$ cat config.mk
export PLATFORM = sky130hd
export DESIGN_NAME = sdf_frame_rw
export DESIGN_NICKNAME = d
export VERILOG_FILES = /design/src/sdf_pkg.sv /design/src/sdf_crc.sv /design/src/sdf_fifo.sv /design/src/sdf_frame_rw.sv
export VERILOG_INCLUDE_DIRS = /design/src /design/src/src
export SDC_FILE = /design/constraint.sdc
export NUM_CORES = 1
export LEC_CHECK = 0
export ABC_AREA = 0
export BUFFER_PORTS_ARGS = -buffer_cell sky130_fd_sc_hd__buf_2
export CAP_MARGIN = 25
export CELL_PAD_IN_SITES_DETAIL_PLACEMENT = 0
export CELL_PAD_IN_SITES_GLOBAL_PLACEMENT = 2
export CORE_AREA = 3 3 201 203
export DETAILED_ROUTE_END_ITERATION = 8
export DIE_AREA = 0 0 204 206
export PLACE_DENSITY_LB_ADDON = 0.1
export SYNTH_ARGS = -nofsm -noshare
export SYNTH_HDL_FRONTEND = slang
export SYNTH_HIERARCHICAL = 1
export SYNTH_SLANG_ARGS = --single-unit
$ cat constraint.sdc
create_clock -name clk_i -period 4.1 [get_ports clk_i]
set_clock_uncertainty 0.1 [all_clocks]
set_input_delay 0.82 -clock clk_i [delete_from_list [all_inputs] [get_ports clk_i]]
set_output_delay 0.82 -clock clk_i [all_outputs]
set_load 0.02 [all_outputs]
$ cat src/sdf_regs.svh
// Purpose: Named constants of the single-device frame interpreter
// Assumes: Byte-wide chain stream, CRC kept in bit-stream (LSB first) order
// Notes: Definitions only
`ifndef SDF_REGS_SVH
`define SDF_REGS_SVH
`define SDF_CRC_INIT 16'hFFFF
`define SDF_CRC_POLY 16'hA001
`define SDF_CRC_GOOD 16'h0000
`define SDF_INIT_SREAD 8'h80
`define SDF_REQ_SREAD 3'h0
`define SDF_REQ_SWRITE 3'h1
`define SDF_FRAME_BIT 7
`define SDF_REQ_HI 6
`define SDF_REQ_LO 4
`define SDF_DS_HI 2
`define SDF_DS_LO 0
`define SDF_DS_READ 3'h0
`define SDF_IDX_INIT 8'h00
`define SDF_IDX_DEV 8'h01
`define SDF_IDX_RAH 8'h02
`define SDF_IDX_RAL 8'h03
`define SDF_IDX_DATA 8'h04
`define SDF_HDR_BYTES 8'h03
`define SDF_CRC_BYTES 8'h02
`define SDF_FIFO_DEPTH 8
`define SDF_FIFO_CW 4
`define SDF_FIFO_ROOM 4'h6
`define SDF_HDR_LAST 2'h3
`endif

$ cat src/sdf_pkg.sv
// Purpose: Types of the single-device frame interpreter
// Assumes: Nothing beyond the constants header
// Notes: One-hot sequencer states
package sdf_pkg;
	typedef logic [7:0] sdf_byte_t;
	typedef enum logic [8:0] {
		ST_IDLE = 9'h001,
		ST_WR = 9'h002,
		ST_RHDR = 9'h004,
		ST_RREQ = 9'h008,
		ST_RACC = 9'h010,
		ST_RCAP = 9'h020,
		ST_RDATA = 9'h040,
		ST_RCRCL = 9'h080,
		ST_RCRCH = 9'h100
	} sdf_state_t;
endpackage

$ cat src/sdf_crc.sv
// Purpose: Byte-serial CRC-16 in bit-stream order
// Assumes: Bytes go LSB first, so the reflected generator is used
// Notes: next_o is the value after feeding byte_i this cycle
`timescale 1ns/1ps
`include "sdf_regs.svh"
module sdf_crc
	import sdf_pkg::*;
(
	input wire logic clk_i,
	input wire logic rst_n_i,
	input wire logic feed_i,
	input wire logic start_i,
	input wire sdf_byte_t byte_i,
	output logic [15:0] crc_o,
	output logic [15:0] next_o
);
	logic [15:0] stage [9];
	assign stage[0] = (start_i ? `SDF_CRC_INIT : crc_o) ^ {8'h00, byte_i};
	genvar b;
	generate
		for (b = 0; b < 8; b++)
		begin : g_bit
			assign stage[b+1] = stage[b][0] ? ((stage[b] >> 1) ^ `SDF_CRC_POLY)
				: (stage[b] >> 1);
		end
	endgenerate
	assign next_o = stage[8];
	always_ff @(posedge clk_i)
	begin
		if (!rst_n_i)
			crc_o <= `SDF_CRC_INIT;
		else if (feed_i)
			crc_o <= next_o;
	end
endmodule

$ cat src/sdf_fifo.sv
// Purpose: Forwarding buffer of the chain byte stream
// Assumes: One clock, synchronous active-low reset
// Notes: Count is exported so the feeder can register its ready
`timescale 1ns/1ps
module sdf_fifo
	import sdf_pkg::*;
#(
	parameter int WIDTH = 8,
	parameter int DEPTH = 8,
	parameter int CW = 4
)
(
	input wire logic clk_i,
	input wire logic rst_n_i,
	input wire logic in_valid_i,
	output logic in_ready_o,
	input wire logic [WIDTH-1:0] in_data_i,
	output logic out_valid_o,
	input wire logic out_ready_i,
	output logic [WIDTH-1:0] out_data_o,
	output logic [CW-1:0] count_o
);
	logic [WIDTH-1:0] mem [DEPTH];
	logic [$clog2(DEPTH)-1:0] wptr;
	logic [$clog2(DEPTH)-1:0] rptr;
	logic push;
	logic pop;
	assign in_ready_o = (count_o != CW'(DEPTH));
	assign out_valid_o = (count_o != '0);
	assign out_data_o = mem[rptr];
	assign push = in_valid_i && in_ready_o;
	assign pop = out_valid_o && out_ready_i;
	always_ff @(posedge clk_i)
	begin
		if (!rst_n_i)
		begin
			wptr <= '0;
			rptr <= '0;
			count_o <= '0;
		end
		else
		begin
			if (push)
				wptr <= wptr + 1'b1;
			if (pop)
				rptr <= rptr + 1'b1;
			if (push && !pop)
				count_o <= count_o + 1'b1;
			else if (pop && !push)
				count_o <= count_o - 1'b1;
		end
	end
	always_ff @(posedge clk_i)
	begin
		if (push)
			mem[wptr] <= in_data_i;
	end
endmodule

$ cat src/sdf_frame_rw.sv
// Purpose: Single-device read and write frame interpreter on a daisy chain
// Assumes: Byte stream in, every byte forwarded; register port answers one cycle later
// Notes: Frame intake pauses while a command executes; forwarding keeps draining
// How it works
// - Execute a command only when the frame CRC check passes.
// - Whole frame including CRC bytes must leave a zero remainder.
// - A read answers with one frame carrying exactly the requested bytes.
// - Read initialization byte has payload size zero.
// - All frames are forwarded; only the addressed device answers reads.
// - Answer uses the standard response layout with register data.
// - A write updates one to eight consecutive registers.
// - Write payload size is register count minus one.
// - Only the addressed device executes a write; others only forward.
// - Single read initialization byte is the fixed read code.
// - Single write uses request kind one, code grows with byte count.
// - Read data byte is byte count minus one.
// - Order: init, device address, register address, data, two CRC bytes.
// - CRC generator x16+x15+x2+1, preset all ones.
// - CRC mismatch drops the frame, flags an error, still forwards.
// - Bytes go LSB first; CRC runs in that bit order.
`timescale 1ns/1ps
`include "sdf_regs.svh"
module sdf_frame_rw
	import sdf_pkg::*;
(
	input wire logic clk_i,
	input wire logic rst_n_i,
	input wire sdf_byte_t dev_addr_i,
	input wire sdf_byte_t rx_byte_i,
	input wire logic rx_valid_i,
	output logic rx_ready_o,
	output sdf_byte_t fwd_byte_o,
	output logic fwd_valid_o,
	input wire logic fwd_ready_i,
	output logic reg_wr_o,
	output logic reg_rd_o,
	output logic [15:0] reg_addr_o,
	output sdf_byte_t reg_wdata_o,
	input wire sdf_byte_t reg_rdata_i,
	output sdf_byte_t resp_byte_o,
	output logic resp_valid_o,
	input wire logic resp_ready_i,
	output logic crc_err_o
);
	sdf_state_t state;
	logic rx_take;
	logic fifo_in_ready;
	logic [`SDF_FIFO_CW-1:0] fifo_cnt;
	logic [7:0] rx_idx;
	logic [7:0] rx_last;
	logic [7:0] next_last;
	logic [7:0] data_bytes;
	logic [15:0] rx_crc;
	logic [15:0] rx_crc_next;
	logic frame_end;
	logic crc_zero;
	sdf_byte_t init_q;
	sdf_byte_t dev_q;
	logic [15:0] start_q;
	logic [6:0] rd_len;
	logic [2:0] wlast;
	logic [2:0] widx;
	sdf_byte_t wbuf [8];
	logic exec_rd;
	logic exec_wr;
	logic idle_next;
	logic [1:0] hidx;
	logic [6:0] rsent;
	sdf_byte_t hdr_byte;
	logic tx_hs;
	logic tx_feed;
	logic [15:0] tx_crc;
	logic [2:0] cur_req;

	// Registered ready keeps one slot spare, so the buffer can never overflow
	assign rx_take = rx_valid_i && rx_ready_o;
	sdf_fifo #(
		.WIDTH(8),
		.DEPTH(`SDF_FIFO_DEPTH),
		.CW(`SDF_FIFO_CW)
	) u_fwd (
		.clk_i(clk_i),
		.rst_n_i(rst_n_i),
		.in_valid_i(rx_take),
		.in_ready_o(fifo_in_ready),
		.in_data_i(rx_byte_i),
		.out_valid_o(fwd_valid_o),
		.out_ready_i(fwd_ready_i),
		.out_data_o(fwd_byte_o),
		.count_o(fifo_cnt)
	);

	sdf_crc u_rx_crc (
		.clk_i(clk_i),
		.rst_n_i(rst_n_i),
		.feed_i(rx_take),
		.start_i(rx_idx == `SDF_IDX_INIT),
		.byte_i(rx_byte_i),
		.crc_o(rx_crc),
		.next_o(rx_crc_next)
	);

	// Frame length from the initialization byte; other frame kinds pass through
	assign cur_req = rx_byte_i[`SDF_REQ_HI:`SDF_REQ_LO];
	always_comb
	begin
		data_bytes = 8'h01;
		next_last = 8'h00;
		if (!rx_byte_i[`SDF_FRAME_BIT])
			data_bytes = {1'b0, rx_byte_i[6:0]} + 8'h01;
		else if (cur_req[0])
			data_bytes = {5'h00, rx_byte_i[`SDF_DS_HI:`SDF_DS_LO]} + 8'h01;
		next_last = `SDF_HDR_BYTES + data_bytes + `SDF_CRC_BYTES;
		if (rx_byte_i[`SDF_FRAME_BIT] && cur_req[2:1] != 2'h0)
			next_last = next_last - 8'h01;
	end

	assign frame_end = rx_take && (rx_idx != `SDF_IDX_INIT) && (rx_idx == rx_last);
	assign crc_zero = (rx_crc_next == `SDF_CRC_GOOD);
	assign exec_rd = frame_end && crc_zero && (dev_q == dev_addr_i)
		&& (init_q == `SDF_INIT_SREAD)
		&& (init_q[`SDF_DS_HI:`SDF_DS_LO] == `SDF_DS_READ);
	assign exec_wr = frame_end && crc_zero && (dev_q == dev_addr_i)
		&& init_q[`SDF_FRAME_BIT]
		&& (init_q[`SDF_REQ_HI:`SDF_REQ_LO] == `SDF_REQ_SWRITE);

	// Frame field capture
	always_ff @(posedge clk_i)
	begin
		if (!rst_n_i)
		begin
			rx_idx <= `SDF_IDX_INIT;
			rx_last <= 8'h00;
			init_q <= 8'h00;
			dev_q <= 8'h00;
			start_q <= 16'h0000;
			rd_len <= 7'h00;
		end
		else if (rx_take)
		begin
			rx_idx <= frame_end ? `SDF_IDX_INIT : rx_idx + 8'h01;
			if (rx_idx == `SDF_IDX_INIT)
			begin
				init_q <= rx_byte_i;
				rx_last <= next_last;
			end
			if (rx_idx == `SDF_IDX_DEV)
				dev_q <= rx_byte_i;
			if (rx_idx == `SDF_IDX_RAH)
				start_q[15:8] <= rx_byte_i;
			if (rx_idx == `SDF_IDX_RAL)
				start_q[7:0] <= rx_byte_i;
			if (rx_idx == `SDF_IDX_DATA)
				rd_len <= rx_byte_i[6:0];
		end
	end

	// Write data holding, eight bytes at most
	genvar g;
	generate
		for (g = 0; g < 8; g++)
		begin : g_wbuf
			always_ff @(posedge clk_i)
			begin
				if (!rst_n_i)
					wbuf[g] <= 8'h00;
				else if (rx_take && rx_idx == `SDF_IDX_DATA + 8'(g))
					wbuf[g] <= rx_byte_i;
			end
		end
	endgenerate

	always_ff @(posedge clk_i)
	begin
		if (!rst_n_i)
			crc_err_o <= 1'b0;
		else
			crc_err_o <= frame_end && !crc_zero;
	end

	// Sequencer
	assign tx_hs = resp_valid_o && resp_ready_i;
	assign idle_next = (state == ST_IDLE && !exec_rd && !exec_wr)
		|| (state == ST_WR && widx == wlast)
		|| (state == ST_RCRCH && tx_hs);
	always_ff @(posedge clk_i)
	begin
		if (!rst_n_i)
		begin
			state <= ST_IDLE;
			wlast <= 3'h0;
		end
		else
		begin
			case (state)
				ST_IDLE:
				begin
					if (exec_rd)
						state <= ST_RHDR;
					else if (exec_wr)
					begin
						state <= ST_WR;
						wlast <= init_q[`SDF_DS_HI:`SDF_DS_LO];
					end
				end
				ST_WR:
					if (widx == wlast)
						state <= ST_IDLE;
				ST_RHDR:
					if (tx_hs && hidx == `SDF_HDR_LAST)
						state <= ST_RREQ;
				ST_RREQ:
					state <= ST_RACC;
				ST_RACC:
					state <= ST_RCAP;
				ST_RCAP:
					state <= ST_RDATA;
				ST_RDATA:
					if (tx_hs)
						state <= (rsent == rd_len) ? ST_RCRCL : ST_RREQ;
				ST_RCRCL:
					if (tx_hs)
						state <= ST_RCRCH;
				ST_RCRCH:
					if (tx_hs)
						state <= ST_IDLE;
				default:
					state <= ST_IDLE;
			endcase
		end
	end

	always_ff @(posedge clk_i)
	begin
		if (!rst_n_i)
			rx_ready_o <= 1'b0;
		else
			rx_ready_o <= idle_next && (fifo_cnt <= `SDF_FIFO_ROOM);
	end

	// Register access port
	always_ff @(posedge clk_i)
	begin
		if (!rst_n_i)
		begin
			reg_wr_o <= 1'b0;
			reg_rd_o <= 1'b0;
			reg_addr_o <= 16'h0000;
			reg_wdata_o <= 8'h00;
			widx <= 3'h0;
		end
		else
		begin
			reg_wr_o <= (state == ST_WR);
			reg_rd_o <= (state == ST_RREQ);
			if (state == ST_WR)
			begin
				reg_addr_o <= start_q + {13'h0000, widx};
				reg_wdata_o <= wbuf[widx];
				widx <= widx + 3'h1;
			end
			else
				widx <= 3'h0;
			if (state == ST_RREQ)
				reg_addr_o <= start_q + {9'h000, rsent};
		end
	end

	// Response frame: length code, own address, start address, data, CRC
	always_comb
	begin
		case (hidx)
			2'h0: hdr_byte = {1'b0, rd_len};
			2'h1: hdr_byte = dev_addr_i;
			2'h2: hdr_byte = start_q[15:8];
			default: hdr_byte = start_q[7:0];
		endcase
	end

	assign tx_feed = tx_hs && (state == ST_RHDR || state == ST_RDATA);
	sdf_crc u_tx_crc (
		.clk_i(clk_i),
		.rst_n_i(rst_n_i),
		.feed_i(tx_feed),
		.start_i(state == ST_RHDR && hidx == 2'h0),
		.byte_i(resp_byte_o),
		.crc_o(tx_crc),
		.next_o()
	);

	always_ff @(posedge clk_i)
	begin
		if (!rst_n_i)
		begin
			resp_byte_o <= 8'h00;
			resp_valid_o <= 1'b0;
			hidx <= 2'h0;
			rsent <= 7'h00;
		end
		else
		begin
			case (state)
				ST_RHDR:
				begin
					if (!resp_valid_o)
					begin
						resp_byte_o <= hdr_byte;
						resp_valid_o <= 1'b1;
					end
					else if (resp_ready_i)
					begin
						resp_valid_o <= 1'b0;
						hidx <= hidx + 2'h1;
					end
				end
				ST_RCAP:
				begin
					resp_byte_o <= reg_rdata_i;
					resp_valid_o <= 1'b1;
				end
				ST_RDATA:
				begin
					if (resp_ready_i)
					begin
						resp_valid_o <= 1'b0;
						rsent <= rsent + 7'h01;
					end
				end
				ST_RCRCL, ST_RCRCH:
				begin
					// Low byte first keeps the receiver's residue at zero
					if (!resp_valid_o)
					begin
						resp_byte_o <= (state == ST_RCRCL) ? tx_crc[7:0] : tx_crc[15:8];
						resp_valid_o <= 1'b1;
					end
					else if (resp_ready_i)
						resp_valid_o <= 1'b0;
				end
				ST_IDLE:
				begin
					hidx <= 2'h0;
					rsent <= 7'h00;
				end
				default:
				begin
				end
			endcase
		end
	end

	// Checking helpers
	logic [7:0] wr_burst;
	logic [7:0] dcount;
	logic [15:0] last_rd;
	logic rd_seen;
	always_ff @(posedge clk_i)
	begin
		if (!rst_n_i)
		begin
			wr_burst <= 8'h00;
			dcount <= 8'h00;
			last_rd <= 16'h0000;
			rd_seen <= 1'b0;
		end
		else
		begin
			if (reg_wr_o)
				wr_burst <= wr_burst + 8'h01;
			else if (state == ST_IDLE)
				wr_burst <= 8'h00;
			if (state == ST_RHDR)
				dcount <= 8'h00;
			else if (state == ST_RDATA && tx_hs)
				dcount <= dcount + 8'h01;
			if (reg_rd_o)
			begin
				last_rd <= reg_addr_o;
				rd_seen <= 1'b1;
			end
			else if (state == ST_IDLE)
				rd_seen <= 1'b0;
		end
	end

	crc_gate_a: assert property (@(posedge clk_i) disable iff (!rst_n_i)
		(frame_end && !crc_zero) |=> (!reg_wr_o && !reg_rd_o && state == ST_IDLE)[*3])
		else $error("command ran on a bad CRC");
	crc_flag_a: assert property (@(posedge clk_i) disable iff (!rst_n_i)
		crc_err_o |-> $past(frame_end) && $past(rx_crc_next) != `SDF_CRC_GOOD)
		else $error("CRC error flag without a bad residue");
	forward_a: assert property (@(posedge clk_i) disable iff (!rst_n_i)
		rx_take |=> fwd_valid_o)
		else $error("received byte not offered for forwarding");
	no_overflow_a: assert property (@(posedge clk_i) disable iff (!rst_n_i)
		rx_ready_o |-> fifo_in_ready)
		else $error("intake ready while buffer full");
	addr_match_a: assert property (@(posedge clk_i) disable iff (!rst_n_i)
		$rose(reg_wr_o) |-> dev_q == dev_addr_i
		&& init_q[`SDF_REQ_HI:`SDF_REQ_LO] == `SDF_REQ_SWRITE)
		else $error("write by a device that was not addressed");
	wr_count_a: assert property (@(posedge clk_i) disable iff (!rst_n_i)
		$fell(reg_wr_o) |-> wr_burst == {5'h00, wlast} + 8'h01)
		else $error("write burst length differs from payload size");
	wr_step_a: assert property (@(posedge clk_i) disable iff (!rst_n_i)
		(reg_wr_o && $past(reg_wr_o)) |-> reg_addr_o == $past(reg_addr_o) + 16'h0001)
		else $error("write address did not step by one");
	rd_step_a: assert property (@(posedge clk_i) disable iff (!rst_n_i)
		(reg_rd_o && rd_seen) |-> reg_addr_o == last_rd + 16'h0001)
		else $error("read address did not step by one");
	resp_len_a: assert property (@(posedge clk_i) disable iff (!rst_n_i)
		(state == ST_RCRCL && $past(state) == ST_RDATA) |-> dcount == {1'b0, rd_len} + 8'h01)
		else $error("response payload length wrong");
	resp_start_a: assert property (@(posedge clk_i) disable iff (!rst_n_i)
		(state == ST_IDLE ##1 state == ST_RHDR) |-> init_q == `SDF_INIT_SREAD
		&& dev_q == dev_addr_i)
		else $error("response started for a non single-read frame");
	rd_data_a: assert property (@(posedge clk_i) disable iff (!rst_n_i)
		reg_rd_o |=> ##1 (resp_valid_o && resp_byte_o == $past(reg_rdata_i)))
		else $error("response byte is not the register data");

	write_seen_c: cover property (@(posedge clk_i) disable iff (!rst_n_i)
		$fell(reg_wr_o) && wr_burst == 8'h08);
	read_done_c: cover property (@(posedge clk_i) disable iff (!rst_n_i)
		state == ST_RCRCH && tx_hs);
	crc_bad_c: cover property (@(posedge clk_i) disable iff (!rst_n_i)
		crc_err_o);
	stall_c: cover property (@(posedge clk_i) disable iff (!rst_n_i)
		rx_valid_i && !rx_ready_o && fifo_cnt == 4'h7);
endmodule

* Word-level counts from Yosys, hierarchy flattened *
Memories as Yosys holds them, arrays and structs flattened. A register that Yosys moved wholly into a read port is not among the register bits.
Index checks and enable logic that the tools add are counted.

storage, ports and cells
  bits in registers = 150
  RAM bits = 128
  input bits = 29
  word-level logic and storage cells = 264
  memories kept = 2

memories
  memory     depth  bits a word  rd ports  clocked after Yosys merged registers in  wr ports  line                text
  u_fwd.mem  8      8            1         1                                        1         sdf_fifo.sv:23      logic [WIDTH-1:0] mem [DEPTH];
  wbuf       8      8            1         1                                        8         sdf_frame_rw.sv:63  sdf_byte_t wbuf [8];

operators by class
  add/sub/neg operators = 15
  order comparisons = 1
  eq/ne operators = 41
  muxes and demuxes = 86
  bitwise gates (word level) = 27
  reductions and logical operators = 68

operators with widths
  kind                 count
  $mux 16              20
  $mux 8               15
  $pmux 9 s9           1
  $mux 9               7
  $not 2->3            16
  $pmux 8 s3           2
  $eq 8x3->1 const B   4
  $eq 8x4->1 const B   4
  $logic_and 1x1->1    32
  $xor 16x8->16        2
  $mux 1               30
  $ne 2x2->1 const B   9
  $add 16x3->16        1
  $add 16x7->16        1
  $eq 8x2->1 const B   2
  $eq 8x8->1           2
  $logic_not 16->1     1
  $reduce_and 2->1     8
  $pmux 7 s2           1
  $mux 4               3
  $reduce_bool 2->1    5
  $add 3x1->3 const B  3
  $eq 9x1->1 const B   1
  $eq 9x2->1 const B   1
  47 further kinds     67

* Depth between registers and ports, before layout *
Gate-level depths: netlist (run 1).

  depth in word-level cells = 30
  depth in mapped cells = 17

* Cells and area by module *
Netlist (run 1), hierarchy kept.

modules (own cells, without submodules)
  module        times used  cells an instance  area an instance (um2)
  sdf_frame_rw  1           934                9087.5
  sdf_fifo      1           167                3143.0
  sdf_crc       2           125                996.0

* Worst setup path after synthesis (run 1) *
Ideal clock, no wire load.

  kind = reg2reg
  start point = reg rx_idx[0]
  end point = reg state[7]
  library setup time = 0.070 ns
  arrival = 3.988 ns
  slack = -0.058 ns
  cell stages (with the launch flop) = 17
  path buffers = 1
  cell sequence = dfxtp_1 > inv_1 > ha_1 > nand3_1 > inv_1 > buf_2 > or3_4 > a211o_1 > a22oi_2 > nand2b_4 > xor2_2 > nor4_1 > nand4_1 > or4_1 > o31a_1 > or4_1 > a21oi_1

RTL lines
  item                                                       line                                      text
  from (decl)                                                sdf_frame_rw.sv:49                        logic [7:0] rx_idx;
  from (signal assigned)                                     sdf_frame_rw.sv:132                       rx_idx <= `SDF_IDX_INIT;
  from (signal assigned)                                     sdf_frame_rw.sv:141                       rx_idx <= frame_end ? `SDF_IDX_INIT : rx_idx + 8'h01;
  $logic_not 8->1 (no source line) *                         -
  $mux 16 *                                                  sdf_crc.sv:18                             assign stage[0] = (start_i ? `SDF_CRC_INIT : crc_o) ^ {8'h00, byte_i};
  $xor 16x8->16 *                                            sdf_crc.sv:18
  $mux 16 * (7 in series)                                    sdf_crc.sv:23                             assign stage[b+1] = stage[b][0] ? ((stage[b] >> 1) ^ `SDF_CRC_POLY)
  $not 2->3 (no source line) or $mux 16 (tied branches)      -
  $mux 16 *                                                  sdf_crc.sv:23
  net rx_crc_next[0]                                         sdf_frame_rw.sv:54                        logic [15:0] rx_crc_next;
  $logic_not 16->1 (no source line) *                        -
  $logic_and 1x1->1 * (2 in series)                          sdf_frame_rw.sv:120, sdf_frame_rw.sv:123
  $logic_and 1x1->1, on equally long branches (2 in series)  sdf_frame_rw.sv:120, sdf_frame_rw.sv:123
  $mux 9 or $ne 3x3->1 (tied branches)                       -
  $pmux 9 s9 or $reduce_and 6->1 (tied branches)             -
  to (signal assigned)                                       sdf_frame_rw.sv:220                       state <= (rsent == rd_len) ? ST_RCRCL : ST_RREQ;
  to (decl)                                                  sdf_frame_rw.sv:45                        sdf_state_t state;

Mark *: on every way through the listed nets, which the timed path passes. The rest lies on a longest branch.
A chain may end at the register's enable or synchronous reset.

* Worst setup path in the final report (run 1) *
  start point = reg rx_idx[1]
  end point = reg state[7]

Same word-level chain as after synthesis.

==> impl_metrics.csv, run 1 <==
group,metric,value,unit
floorplan,rows,72,
worst_setup_path,reg2reg_depth,15,
global_routing,antenna_found_initial,0,
placement,numPortBuffers,74,
clock_network,cts_made_buffers,35,
worst_setup_path,slowest_stage,"or4_4",
sta,timing.fmax,247,MHz
sta,finalCritPeriodShare,98.7,%
worst_setup_path,setup.worst_path.end_class,"flip-flop",
placement,dp.cells,1932,
worst_setup_path,crit_path_max_incr_delay,0.60,ns
final_layout,area_growth,17.2,%
sta,hold_violations,0,
worst_setup_path,required,4.47,ns
worst_setup_path,r2r-end,"state[7]",
worst_setup_path,crit_fanout,7,
routing,drc,0,
worst_setup_path,cp_cell_sequence,"inv_2 > ha_2 > nand3_4 > inv_6 > or3_4 > a211o_1 > a22oi_2 > nand2b_4 > xor2_2 > nor4_1 > nand4_1 > or4_4 > o31a_1 > or4_1 > a21oi_1",
global_routing,grt_start_max_net_pins,55,
sta,rsz0062_at_grt,"true",
placement,dpl.hpwl,27500,µm
synthesis,syn-instance-count,1347,
global_routing,grt.total_usage,19.0,%
synthesis,syn_nets,1406,
clock_network,hold_buffers,0,
global_routing,grt_pass1_vias,10181,
routing,drtIter0Drc,676,
clock_network,cts-root-buf,"clkbuf_16",
hold_path,hold_class,"reg -> reg",
clock_network,cts.sinks,289,
floorplan,die_h,206,µm
synthesis,netlist_area,14200,µm²
global_routing,overflow,0,
clock_network,clkLatencyLatePin,0.55,ns
hold_path,hold_depth,2,
floorplan,initial_core_util,36.7,%
synthesis,ys.warnings.count,6,
routing,drt_pass1_iterations,5,
power,irDropWorstVdd,0.261,mV
worst_setup_path,r2r_slack,0.05,ns
sta,hold_ws,0.359,ns
placement,pre_cts_ws,-0.433,ns
clock_network,cts_tree,"yes",
power,power,7.27,mW
hold_path,hold_path_end,"reg_addr_o[2]",
final_layout,nets,1517,
sta,fin_crit,4.05,ns
sta,relSlewSlack,30.0,%
routing,detail-route-antenna-nets,0,
floorplan,dieArea,42000,µm²
floorplan,io_pins,75,
worst_setup_path,arrival,4.41,ns
clock_network,clk_pin_slew,0.06,ns
floorplan,core_area,38600,µm²
placement,gp_congestion,0.803,
flow_run,cap_violations,0,
clock_network,cts_htree_levels,2,
synthesis,synth_area_per_cell,10.5,µm²
clock_network,clock_path_buffers,3,
routing,route.vias.total,10287,
routing,wl_per_cell,19.8,µm
sta,worst_pin_slew,1.05,ns
final_layout,final_cells,2004,
worst_setup_path,rr_startpoint,"rx_idx[1]",
sta,finalSetupViolations,0,
routing,wirelength,39700,µm
worst_setup_path,cp-start-kind,"flip-flop",
worst_setup_path,worst-setup-path-type,"reg -> reg",
power,leakagePower,6.44,nW
sta,drv_slew,0,
power,power.density,437,nW/µm²
global_routing,grt_pass1_wl,61000,µm
run_status,status,"complete, no violations",
sta,finalWorstSetupSlack,0.0536,ns
routing,viasPerCell,5.13,
hold_path,hp-start,"reg_addr_o[2]",
final_layout,drive_above_1_share,18.9,%
floorplan,die_w,204,µm
final_layout,fillers,3730,
-- stage by stage --
step                      util, %  setup TNS, ns  instance area, µm²
after CTS                    42.8              0               16500
after detailed placement     39.9          -3.26               15400
final                        43.0              0               16600
after floorplan                 -              0               14200
after global placement       39.9          -2.36               15400
after global routing         43.0         -0.127               16600
-- worst max-delay path: cells and delay by family, from the launching register on --
family                     cells  cell delay, ns
DFF                            1            0.33
and+or+nand+nor                7            2.25
adders and majority gates      1            0.19
AOI/OAI and AO/OA              4            0.93
buffers and inverters          2            0.10
xor gates and xnor gates       1            0.06
-- state kept, by name (all words and copies together) (netlist names), 4 cells and up, named ones only --
signal,cells
rx_idx,8
reg_addr_o,16
u_fwd/mem,64
u_fwd/count_o,4
rd_len,7
u_tx_crc/crc_o,16
rsent,7
init_q,8
rx_last,8
resp_byte_o,8
state,9
start_q,16
reg_wdata_o,8
u_rx_crc/crc_o,16
wbuf,64
dev_q,8
-- report_power, final --
group          internal (mW)  switching [mW]
Sequential              3.12          0.0939
Combinational          0.474           0.591
Clock                   1.76            1.23
-- layout by cell type (no fill, tap or decap), types with 17 or more instances in the layout --
cell	n
inv_1	24
clkbuf_16	35
edfxtp_1	128
nor2_1	154
mux2i_1	45
nand3_1	42
buf_4	73
ha_1	27
nand2_1	100
a21oi_1	59
xor2_1	52
dfxtp_1	158
xnor2_1	57
buf_2	74
o21ai_0	58
and2_1	83
or2_2	17
-- worst max path at each step --
stage,cells past startpoint,to,startpoint,slack (ns)
floorplan,16,state[7],rx_idx[0],0.02
global placement,13,state[7],rx_byte_i[5],-0.36
detailed placement,13,state[7],rx_byte_i[4],-0.43
CTS,14,state[7],rx_idx[4],0.004
global route,15,state[7],rx_idx[7],-0.08
finish,15,state[7],rx_idx[1],0.05
-- final cells by class --
| type | instances | area, µm² | area share, % |
|---|---|---|---|
| Timing Repair Buffer | 149 | 950 | 5.71 |
| Antenna cell | 1 | 2.50 | 0.0150 |
| Clock buffer | 49 | 948 | 5.70 |
| Multi-Input combinational cell | 954 | 6760 | 40.6 |
| Clock inverter | 15 | 143 | 0.857 |
| Sequential cell | 289 | 7070 | 42.5 |
| Inverter | 29 | 116 | 0.699 |
| Tap cell | 518 | 648 | 3.90 |
-- per-layer routing --
metal	up-vias	wire length, µm	track usage (%)
met5	-	0	0
met4	0	581	4.03
met3	44	1610	3.40
met2	178	18500	31.0
met1	5002	19100	26.6
li1	5063	-	-
-- timing repair --
item	CTS	global route
resized for setup	4	20
buffers inserted	2	5
pin swaps	4	12
setup endpoints to repair	9	9
No activity file was read; power rests on OpenSTA's default activity.
==> inputs of run 2 (changes only) <==
--- a/config.mk
+++ b/config.mk
@@ -11,9 +11,9 @@
 export CAP_MARGIN = 25
 export CELL_PAD_IN_SITES_DETAIL_PLACEMENT = 0
 export CELL_PAD_IN_SITES_GLOBAL_PLACEMENT = 2
-export CORE_AREA = 3 3 201 203
+export CORE_AREA = 3 3 170 238
 export DETAILED_ROUTE_END_ITERATION = 8
-export DIE_AREA = 0 0 204 206
+export DIE_AREA = 0 0 173 241
 export PLACE_DENSITY_LB_ADDON = 0.1
 export SYNTH_ARGS = -nofsm -noshare
 export SYNTH_HDL_FRONTEND = slang
==> run 2 against run 1 <==
Compared with the run above: worst hold slack got worse by 0.0080 ns; non-clock buffer count unchanged; setup slack improved by 0.025 ns; wire length increased by 1.5%; core utilization increased by 0.22 points; critical path depth increased by 2; total power increased by 0.35%; sequential power about the same; sequential cell count unchanged; critical path type unchanged; largest power group unchanged.
==> impl_metrics.csv, run 2 (synthesized netlist as in run 1, its figures left out) <==
group,metric,value,unit
run_status,status,"complete, no violations",
worst_setup_path,required,4.42,ns
final_layout,nets,1513,
floorplan,io_pins,75,
clock_network,clkLatencyLatePin,0.57,ns
sta,fin_tns_setup,0,ns
power,irDropWorstVdd,0.268,mV
worst_setup_path,crit_path_max_incr_delay,0.54,ns
hold_path,hold_path_end,"reg_addr_o[3]",
worst_setup_path,rr_startpoint,"rx_idx[1]",
sta,finalSetupViolations,0,
final_layout,drive_above_1_share,19.1,%
worst_setup_path,r2r-end,"wlast[2]",
floorplan,die_h,241,µm
routing,wl_per_cell,20.1,µm
worst_setup_path,crit_buf_inv,5,
worst_setup_path,crit_family,"simple AND/OR/NAND/NOR gates",
global_routing,grt.total_usage,19.2,%
worst_setup_path,r2r_slack,0.08,ns
floorplan,dieArea,41700,µm²
flow_run,cap_violations,0,
placement,dp.cells,1936,
worst_setup_path,reg2reg_depth,17,
hold_path,hold_depth,2,
global_routing,grt_pass1_wl,62700,µm
routing,drtIter0Drc,593,
sta,worst_pin_slew,0.757,ns
hold_path,hp-start,"reg_addr_o[3]",
floorplan,core_area,38500,µm²
power,power,7.29,mW
sta,drv_slew,0,
floorplan,die_w,173,µm
global_routing,antenna_found_initial,0,
hold_path,hold_class,"reg -> reg",
final_layout,layout_commonest_cell,"dfxtp_1",
worst_setup_path,crit_fanout,8,
routing,wirelength,40300,µm
clock_network,hold_buffers,0,
worst_setup_path,cp-start-kind,"flip-flop",
clock_network,cts_htree_levels,1,
floorplan,initial_core_util,36.9,%
power,power.density,438,nW/µm²
placement,numPortBuffers,74,
sta,hold_violations,0,
final_layout,final_cells,2002,
final_layout,reg_top3,"u_fwd/mem: 64 flops, wbuf: 64 flops",
final_layout,mostFrequentLayoutCells,"dfxtp_1 (157), nor2_1 (154), edfxtp_1 (128), nand2_1 (100), and2_1 (83)",
global_routing,grt_start_max_net_pins,63,
worst_setup_path,cp_cell_sequence,"inv_1 > ha_2 > nand3_4 > inv_8 > or3_4 > a211o_1 > a22oi_2 > nand2b_4 > buf_4 > inv_1 > nor4_1 > nand4_1 > buf_6 > or4_4 > or4_4 > o21ai_1 > a21oi_1",
clock_network,clock_path_buffers,3,
sta,relSlewSlack,49.4,%
floorplan,rows,85,
routing,drt_pass1_iterations,5,
sta,finalCritPeriodShare,98.1,%
clock_network,cts.sinks,289,
sta,fin_crit,4.02,ns
placement,dpl.hpwl,28300,µm
routing,route.vias.total,10307,
global_routing,grt_pass1_vias,10563,
clock_network,clk_pin_slew,0.06,ns
worst_setup_path,slowest_stage,"or4_4",
final_layout,fillers,3795,
sta,rsz0062_at_grt,"true",
clock_network,cts_made_buffers,31,
worst_setup_path,setup.worst_path.end_class,"flip-flop",
clock_network,cts_tree,"yes",
routing,viasPerCell,5.15,
worst_setup_path,arrival,4.34,ns
clock_network,cts-root-buf,"clkbuf_16",
final_layout,area_growth,17.3,%
placement,gp_congestion,0.827,
sta,timing.fmax,249,MHz
worst_setup_path,worst-setup-path-type,"reg -> reg",
routing,detail-route-antenna-nets,0,
routing,drc,0,
global_routing,overflow,0,
final_layout,final_util,43.3,%
power,leakagePower,6.43,nW
## run 2: cell types whose count changed in the layout (fill, tap and decap cells not counted), sizes merged
cell / change
clkinv: +3
clkinvlp: +4
clkbuf: -15
diode: +1
inv: -3
bufinv: +4
## run 2: per-stage QoR
stage               cell area, µm²  worst slack [ns]  hold WS, ns
finish                       16700            0.0787        0.351
global placement             15400            -0.361        0.339
detailed placement           15400            -0.452        0.347
floorplan                    14200            0.0246        0.332
global route                 16700            -0.155        0.372
CTS                          16600           0.00632        0.356
## run 2: routing by layer
layer  routed length, µm  track usage, %  vias to the layer above
met5                   0               0                        -
met2               21100            36.0                      128
met3                 948            1.83                       44
met4                 741            4.52                        0
li1                    -               -                     5062
met1               17600            24.0                     5073
## run 2: power breakdown
group / leakage, nW / switching (mW) / total [mW] / internal [mW]
sequential: 2.54 / 0.109 / 3.23 / 3.12
clock: 0.528 / 1.21 / 3.03 / 1.82
combinational: 3.36 / 0.571 / 1.04 / 0.464
total: 6.43 / 1.89 / 7.29 / 5.40
## run 2: area by class of cell
class	count	area (µm²)	share of cell area, %
inverters	29	121	0.729
well taps	522	653	3.92
multi-input cells	954	6760	40.6
clock buffers	34	817	4.90
clock inverters	23	292	1.75
flip-flops and latches	289	7070	42.5
diodes	2	5.00	0.0300
repair buffers	149	941	5.65
## run 2: worst max-delay path by stage
stage	cells past startpoint	start	slack, ns	endpoint
after floorplan	16	rx_idx[0]	0.02	state[7]
after global placement	14	rx_byte_i[4]	-0.36	state[7]
after detailed placement	14	rx_byte_i[5]	-0.45	state[7]
after CTS	16	rx_idx[7]	0.006	state[7]
after global routing	16	rx_idx[4]	-0.16	state[7]
final	17	rx_idx[1]	0.08	wlast[2]
## run 2: repair_timing
item,CTS,global route
setup buffers,3,4
setup endpoints to repair,10,11
pin swaps,11,12
resized for setup,13,14
## run 2: tightest hold or removal path, delay by kind of cell (launching register included)
kind / cells / cell delay [ns]
DFF: 1 / 0.31
and+or+nand+nor: 1 / 0.05
AOI/OAI and AO/OA: 1 / 0.05
==> inputs of run 3 (changes only) <==
--- a/config.mk
+++ b/config.mk
@@ -11,9 +11,9 @@
 export CAP_MARGIN = 25
 export CELL_PAD_IN_SITES_DETAIL_PLACEMENT = 0
 export CELL_PAD_IN_SITES_GLOBAL_PLACEMENT = 2
-export CORE_AREA = 3 3 170 238
+export CORE_AREA = 3 3 166 232
 export DETAILED_ROUTE_END_ITERATION = 8
-export DIE_AREA = 0 0 173 241
+export DIE_AREA = 0 0 169 235
 export PLACE_DENSITY_LB_ADDON = 0.1
 export SYNTH_ARGS = -nofsm -noshare
 export SYNTH_HDL_FRONTEND = slang
==> constraint.sdc (replaced) <==
create_clock -name clk_i -period 4.6 [get_ports clk_i]
set_clock_uncertainty 0.1 [all_clocks]
set_input_delay 0.92 -clock clk_i [delete_from_list [all_inputs] [get_ports clk_i]]
set_output_delay 0.92 -clock clk_i [all_outputs]
set_load 0.02 [all_outputs]
==> run 3 against run 2 <==
Compared with the run above: die area down 4.7%; largest power group unchanged; largest cell class unchanged; total power down 13%; combinational power down 18%.
==> impl_metrics.csv, run 3 (synthesized netlist as in run 1, its figures left out) <==
group,metric,value,unit
run_status,status,"complete, no violations",
global_routing,overflow,0,
routing,drt_pass1_iterations,7,
final_layout,area_growth,14.3,%
floorplan,core_area,36700,µm²
worst_setup_path,crit_fanout,8,
routing,route.vias.total,10099,
final_layout,n_antenna_cell,0,
global_routing,grt.total_usage,19.3,%
clock_network,cts_made_buffers,31,
sta,finalSetupViolations,0,
placement,numPortBuffers,74,
clock_network,cts_htree_levels,1,
sta,rsz0062_at_grt,"false",
global_routing,grt_start_max_net_pins,84,
worst_setup_path,rr_startpoint,"rx_idx[0]",
final_layout,nets,1480,
worst_setup_path,arrival,4.70,ns
worst_setup_path,required,4.99,ns
worst_setup_path,worst-setup-path-type,"reg -> reg",
sta,fin_tns_setup,0,ns
final_layout,drive_above_1_share,16.3,%
worst_setup_path,cp-start-kind,"flip-flop",
floorplan,die_h,235,µm
worst_setup_path,reg2reg_depth,17,
sta,relSlewSlack,42.2,%
sta,hold_violations,0,
global_routing,grt_pass1_vias,10106,
placement,placed_area,15100,µm²
final_layout,layout_commonest_cell,"dfxtp_1",
final_layout,reg_top3,"u_fwd/mem: 64 flops, wbuf: 64 flops",
worst_setup_path,setup.worst_path.end_class,"flip-flop",
global_routing,antenna_found_initial,1,
final_layout,final_cells,1913,
placement,dp.cells,1854,
floorplan,rows,83,
clock_network,cts.sinks,289,
final_layout,postLayoutCellArea,16200,µm²
power,power.density,391,nW/µm²
final_layout,fillers,3567,
sta,fin_crit,4.31,ns
routing,route.met2.wl,20400,µm
floorplan,die_w,169,µm
hold_path,hold_depth,2,
routing,drc,0,
power,leakagePower,6.24,nW
hold_path,hp-start,"reg_addr_o[0]",
clock_network,clk_pin_slew,0.06,ns
flow_run,cap_violations,0,
floorplan,initial_core_util,38.7,%
sta,timing.fmax,232,MHz
worst_setup_path,crit_path_max_incr_delay,0.55,ns
power,irDropWorstVdd,0.272,mV
worst_setup_path,slowest_stage,"or4_1",
global_routing,grt_pass1_wl,59600,µm
clock_network,clock_path_buffers,3,
worst_setup_path,crit_start,"rx_idx[0]",
floorplan,io_pins,75,
clock_network,clkLatencyLatePin,0.58,ns
worst_setup_path,r2r-end,"state[7]",
hold_path,hold_path_end,"reg_addr_o[0]",
routing,detail-route-antenna-nets,0,
placement,dpl.hpwl,26600,µm
worst_setup_path,cp_cell_sequence,"inv_1 > ha_1 > nand3_1 > inv_2 > or3_4 > a211o_1 > a22oi_2 > nand2b_4 > buf_4 > inv_1 > nor4_1 > nand4_1 > buf_4 > or4_1 > o31a_1 > or4_1 > a21oi_1",
routing,met1Wirelength,16100,µm
floorplan,dieArea,39700,µm²
final_layout,mostFrequentLayoutCells,"dfxtp_1 (161), nor2_1 (154), edfxtp_1 (128), nand2_1 (100), and2_1 (83)",
routing,wirelength,38800,µm
sta,worst_pin_slew,0.865,ns
sta,finalCritPeriodShare,93.6,%
sta,drv_slew,0,
worst_setup_path,r2r_slack,0.29,ns
routing,wl_met3,1300,µm
hold_path,hold_class,"reg -> reg",
routing,wl_per_cell,20.3,µm
clock_network,cts-root-buf,"clkbuf_16",
clock_network,cts_tree,"yes",
placement,gp_congestion,0.804,
routing,drtIter0Drc,665,
routing,dr.max_layer_used,"met5",
routing,viasPerCell,5.28,
[run 3: cell count changes in the layout (fill, tap and decap cells not counted), sizes merged]
cell | previous run | this run
clkinv | 11 | 12
diode | 2 | 0
clkbuf | 34 | 33
buf | 149 | 116
bufinv | 6 | 5
inv | 30 | 32
[run 3: timing repair]
item                       CTS  global route
buffers inserted             0             1
setup endpoints to repair    0            10
gates resized for setup      0             2
hold buffers                 0             0
[run 3: final cells by class]
| class | instances | area (µm²) | share of cell area [%] |
|---|---|---|---|
| clock buffer | 33 | 793 | 4.89 |
| clock inverter | 25 | 279 | 1.72 |
| sequential | 289 | 7070 | 43.5 |
| multi-input combinational | 954 | 6700 | 41.3 |
| tap | 467 | 584 | 3.60 |
| inverter | 29 | 109 | 0.671 |
| timing repair buffer | 116 | 696 | 4.29 |
[run 3: worst max-delay path, delay by kind of cell (launching register included)]
| family | cells | cell delay, ns |
|---|---|---|
| and+or+nand+nor | 7 | 2.03 |
| AOI/OAI and AO/OA | 4 | 1.02 |
| buffers and inverters | 5 | 0.51 |
| DFF | 1 | 0.32 |
| adders and majority gates | 1 | 0.23 |
[run 3: metrics by stage]
stage | setup slack [ns] | utilization, % | hold slack (ns) | power (mW)
2_1_floorplan | 0.442 | - | 0.332 | 3.54
3_3_place_gp | 0.0576 | 41.3 | 0.340 | 3.79
3_5_place_dp | 0.0329 | 41.3 | 0.352 | 3.80
4_1_cts | 0.122 | 44.2 | 0.362 | 6.45
5_1_grt | 0.0233 | 44.3 | 0.380 | 6.64
6_report | 0.293 | 44.3 | 0.353 | 6.35
[run 3: worst max path at each step]
stage | end | cells past startpoint
final | state[7] | 17
after global routing | state[7] | 16
after CTS | state[7] | 17
after detailed placement | state[7] | 15
after global placement | state[7] | 14
after floorplan | state[7] | 16
[run 3: metal layers]
| layer | vias up | track usage (%) |
|---|---|---|
| li1 | 4985 | - |
| met1 | 4887 | 23.3 |
| met2 | 166 | 35.4 |
| met3 | 59 | 2.31 |
| met4 | 2 | 6.20 |
| met5 | - | 0 |
[run 3: where the power goes]
part	internal (mW)	leakage, nW	switching (mW)
combinational	0.373	3.18	0.476
sequential	2.78	2.54	0.105
clock	1.54	0.518	1.08
total	4.69	6.24	1.66
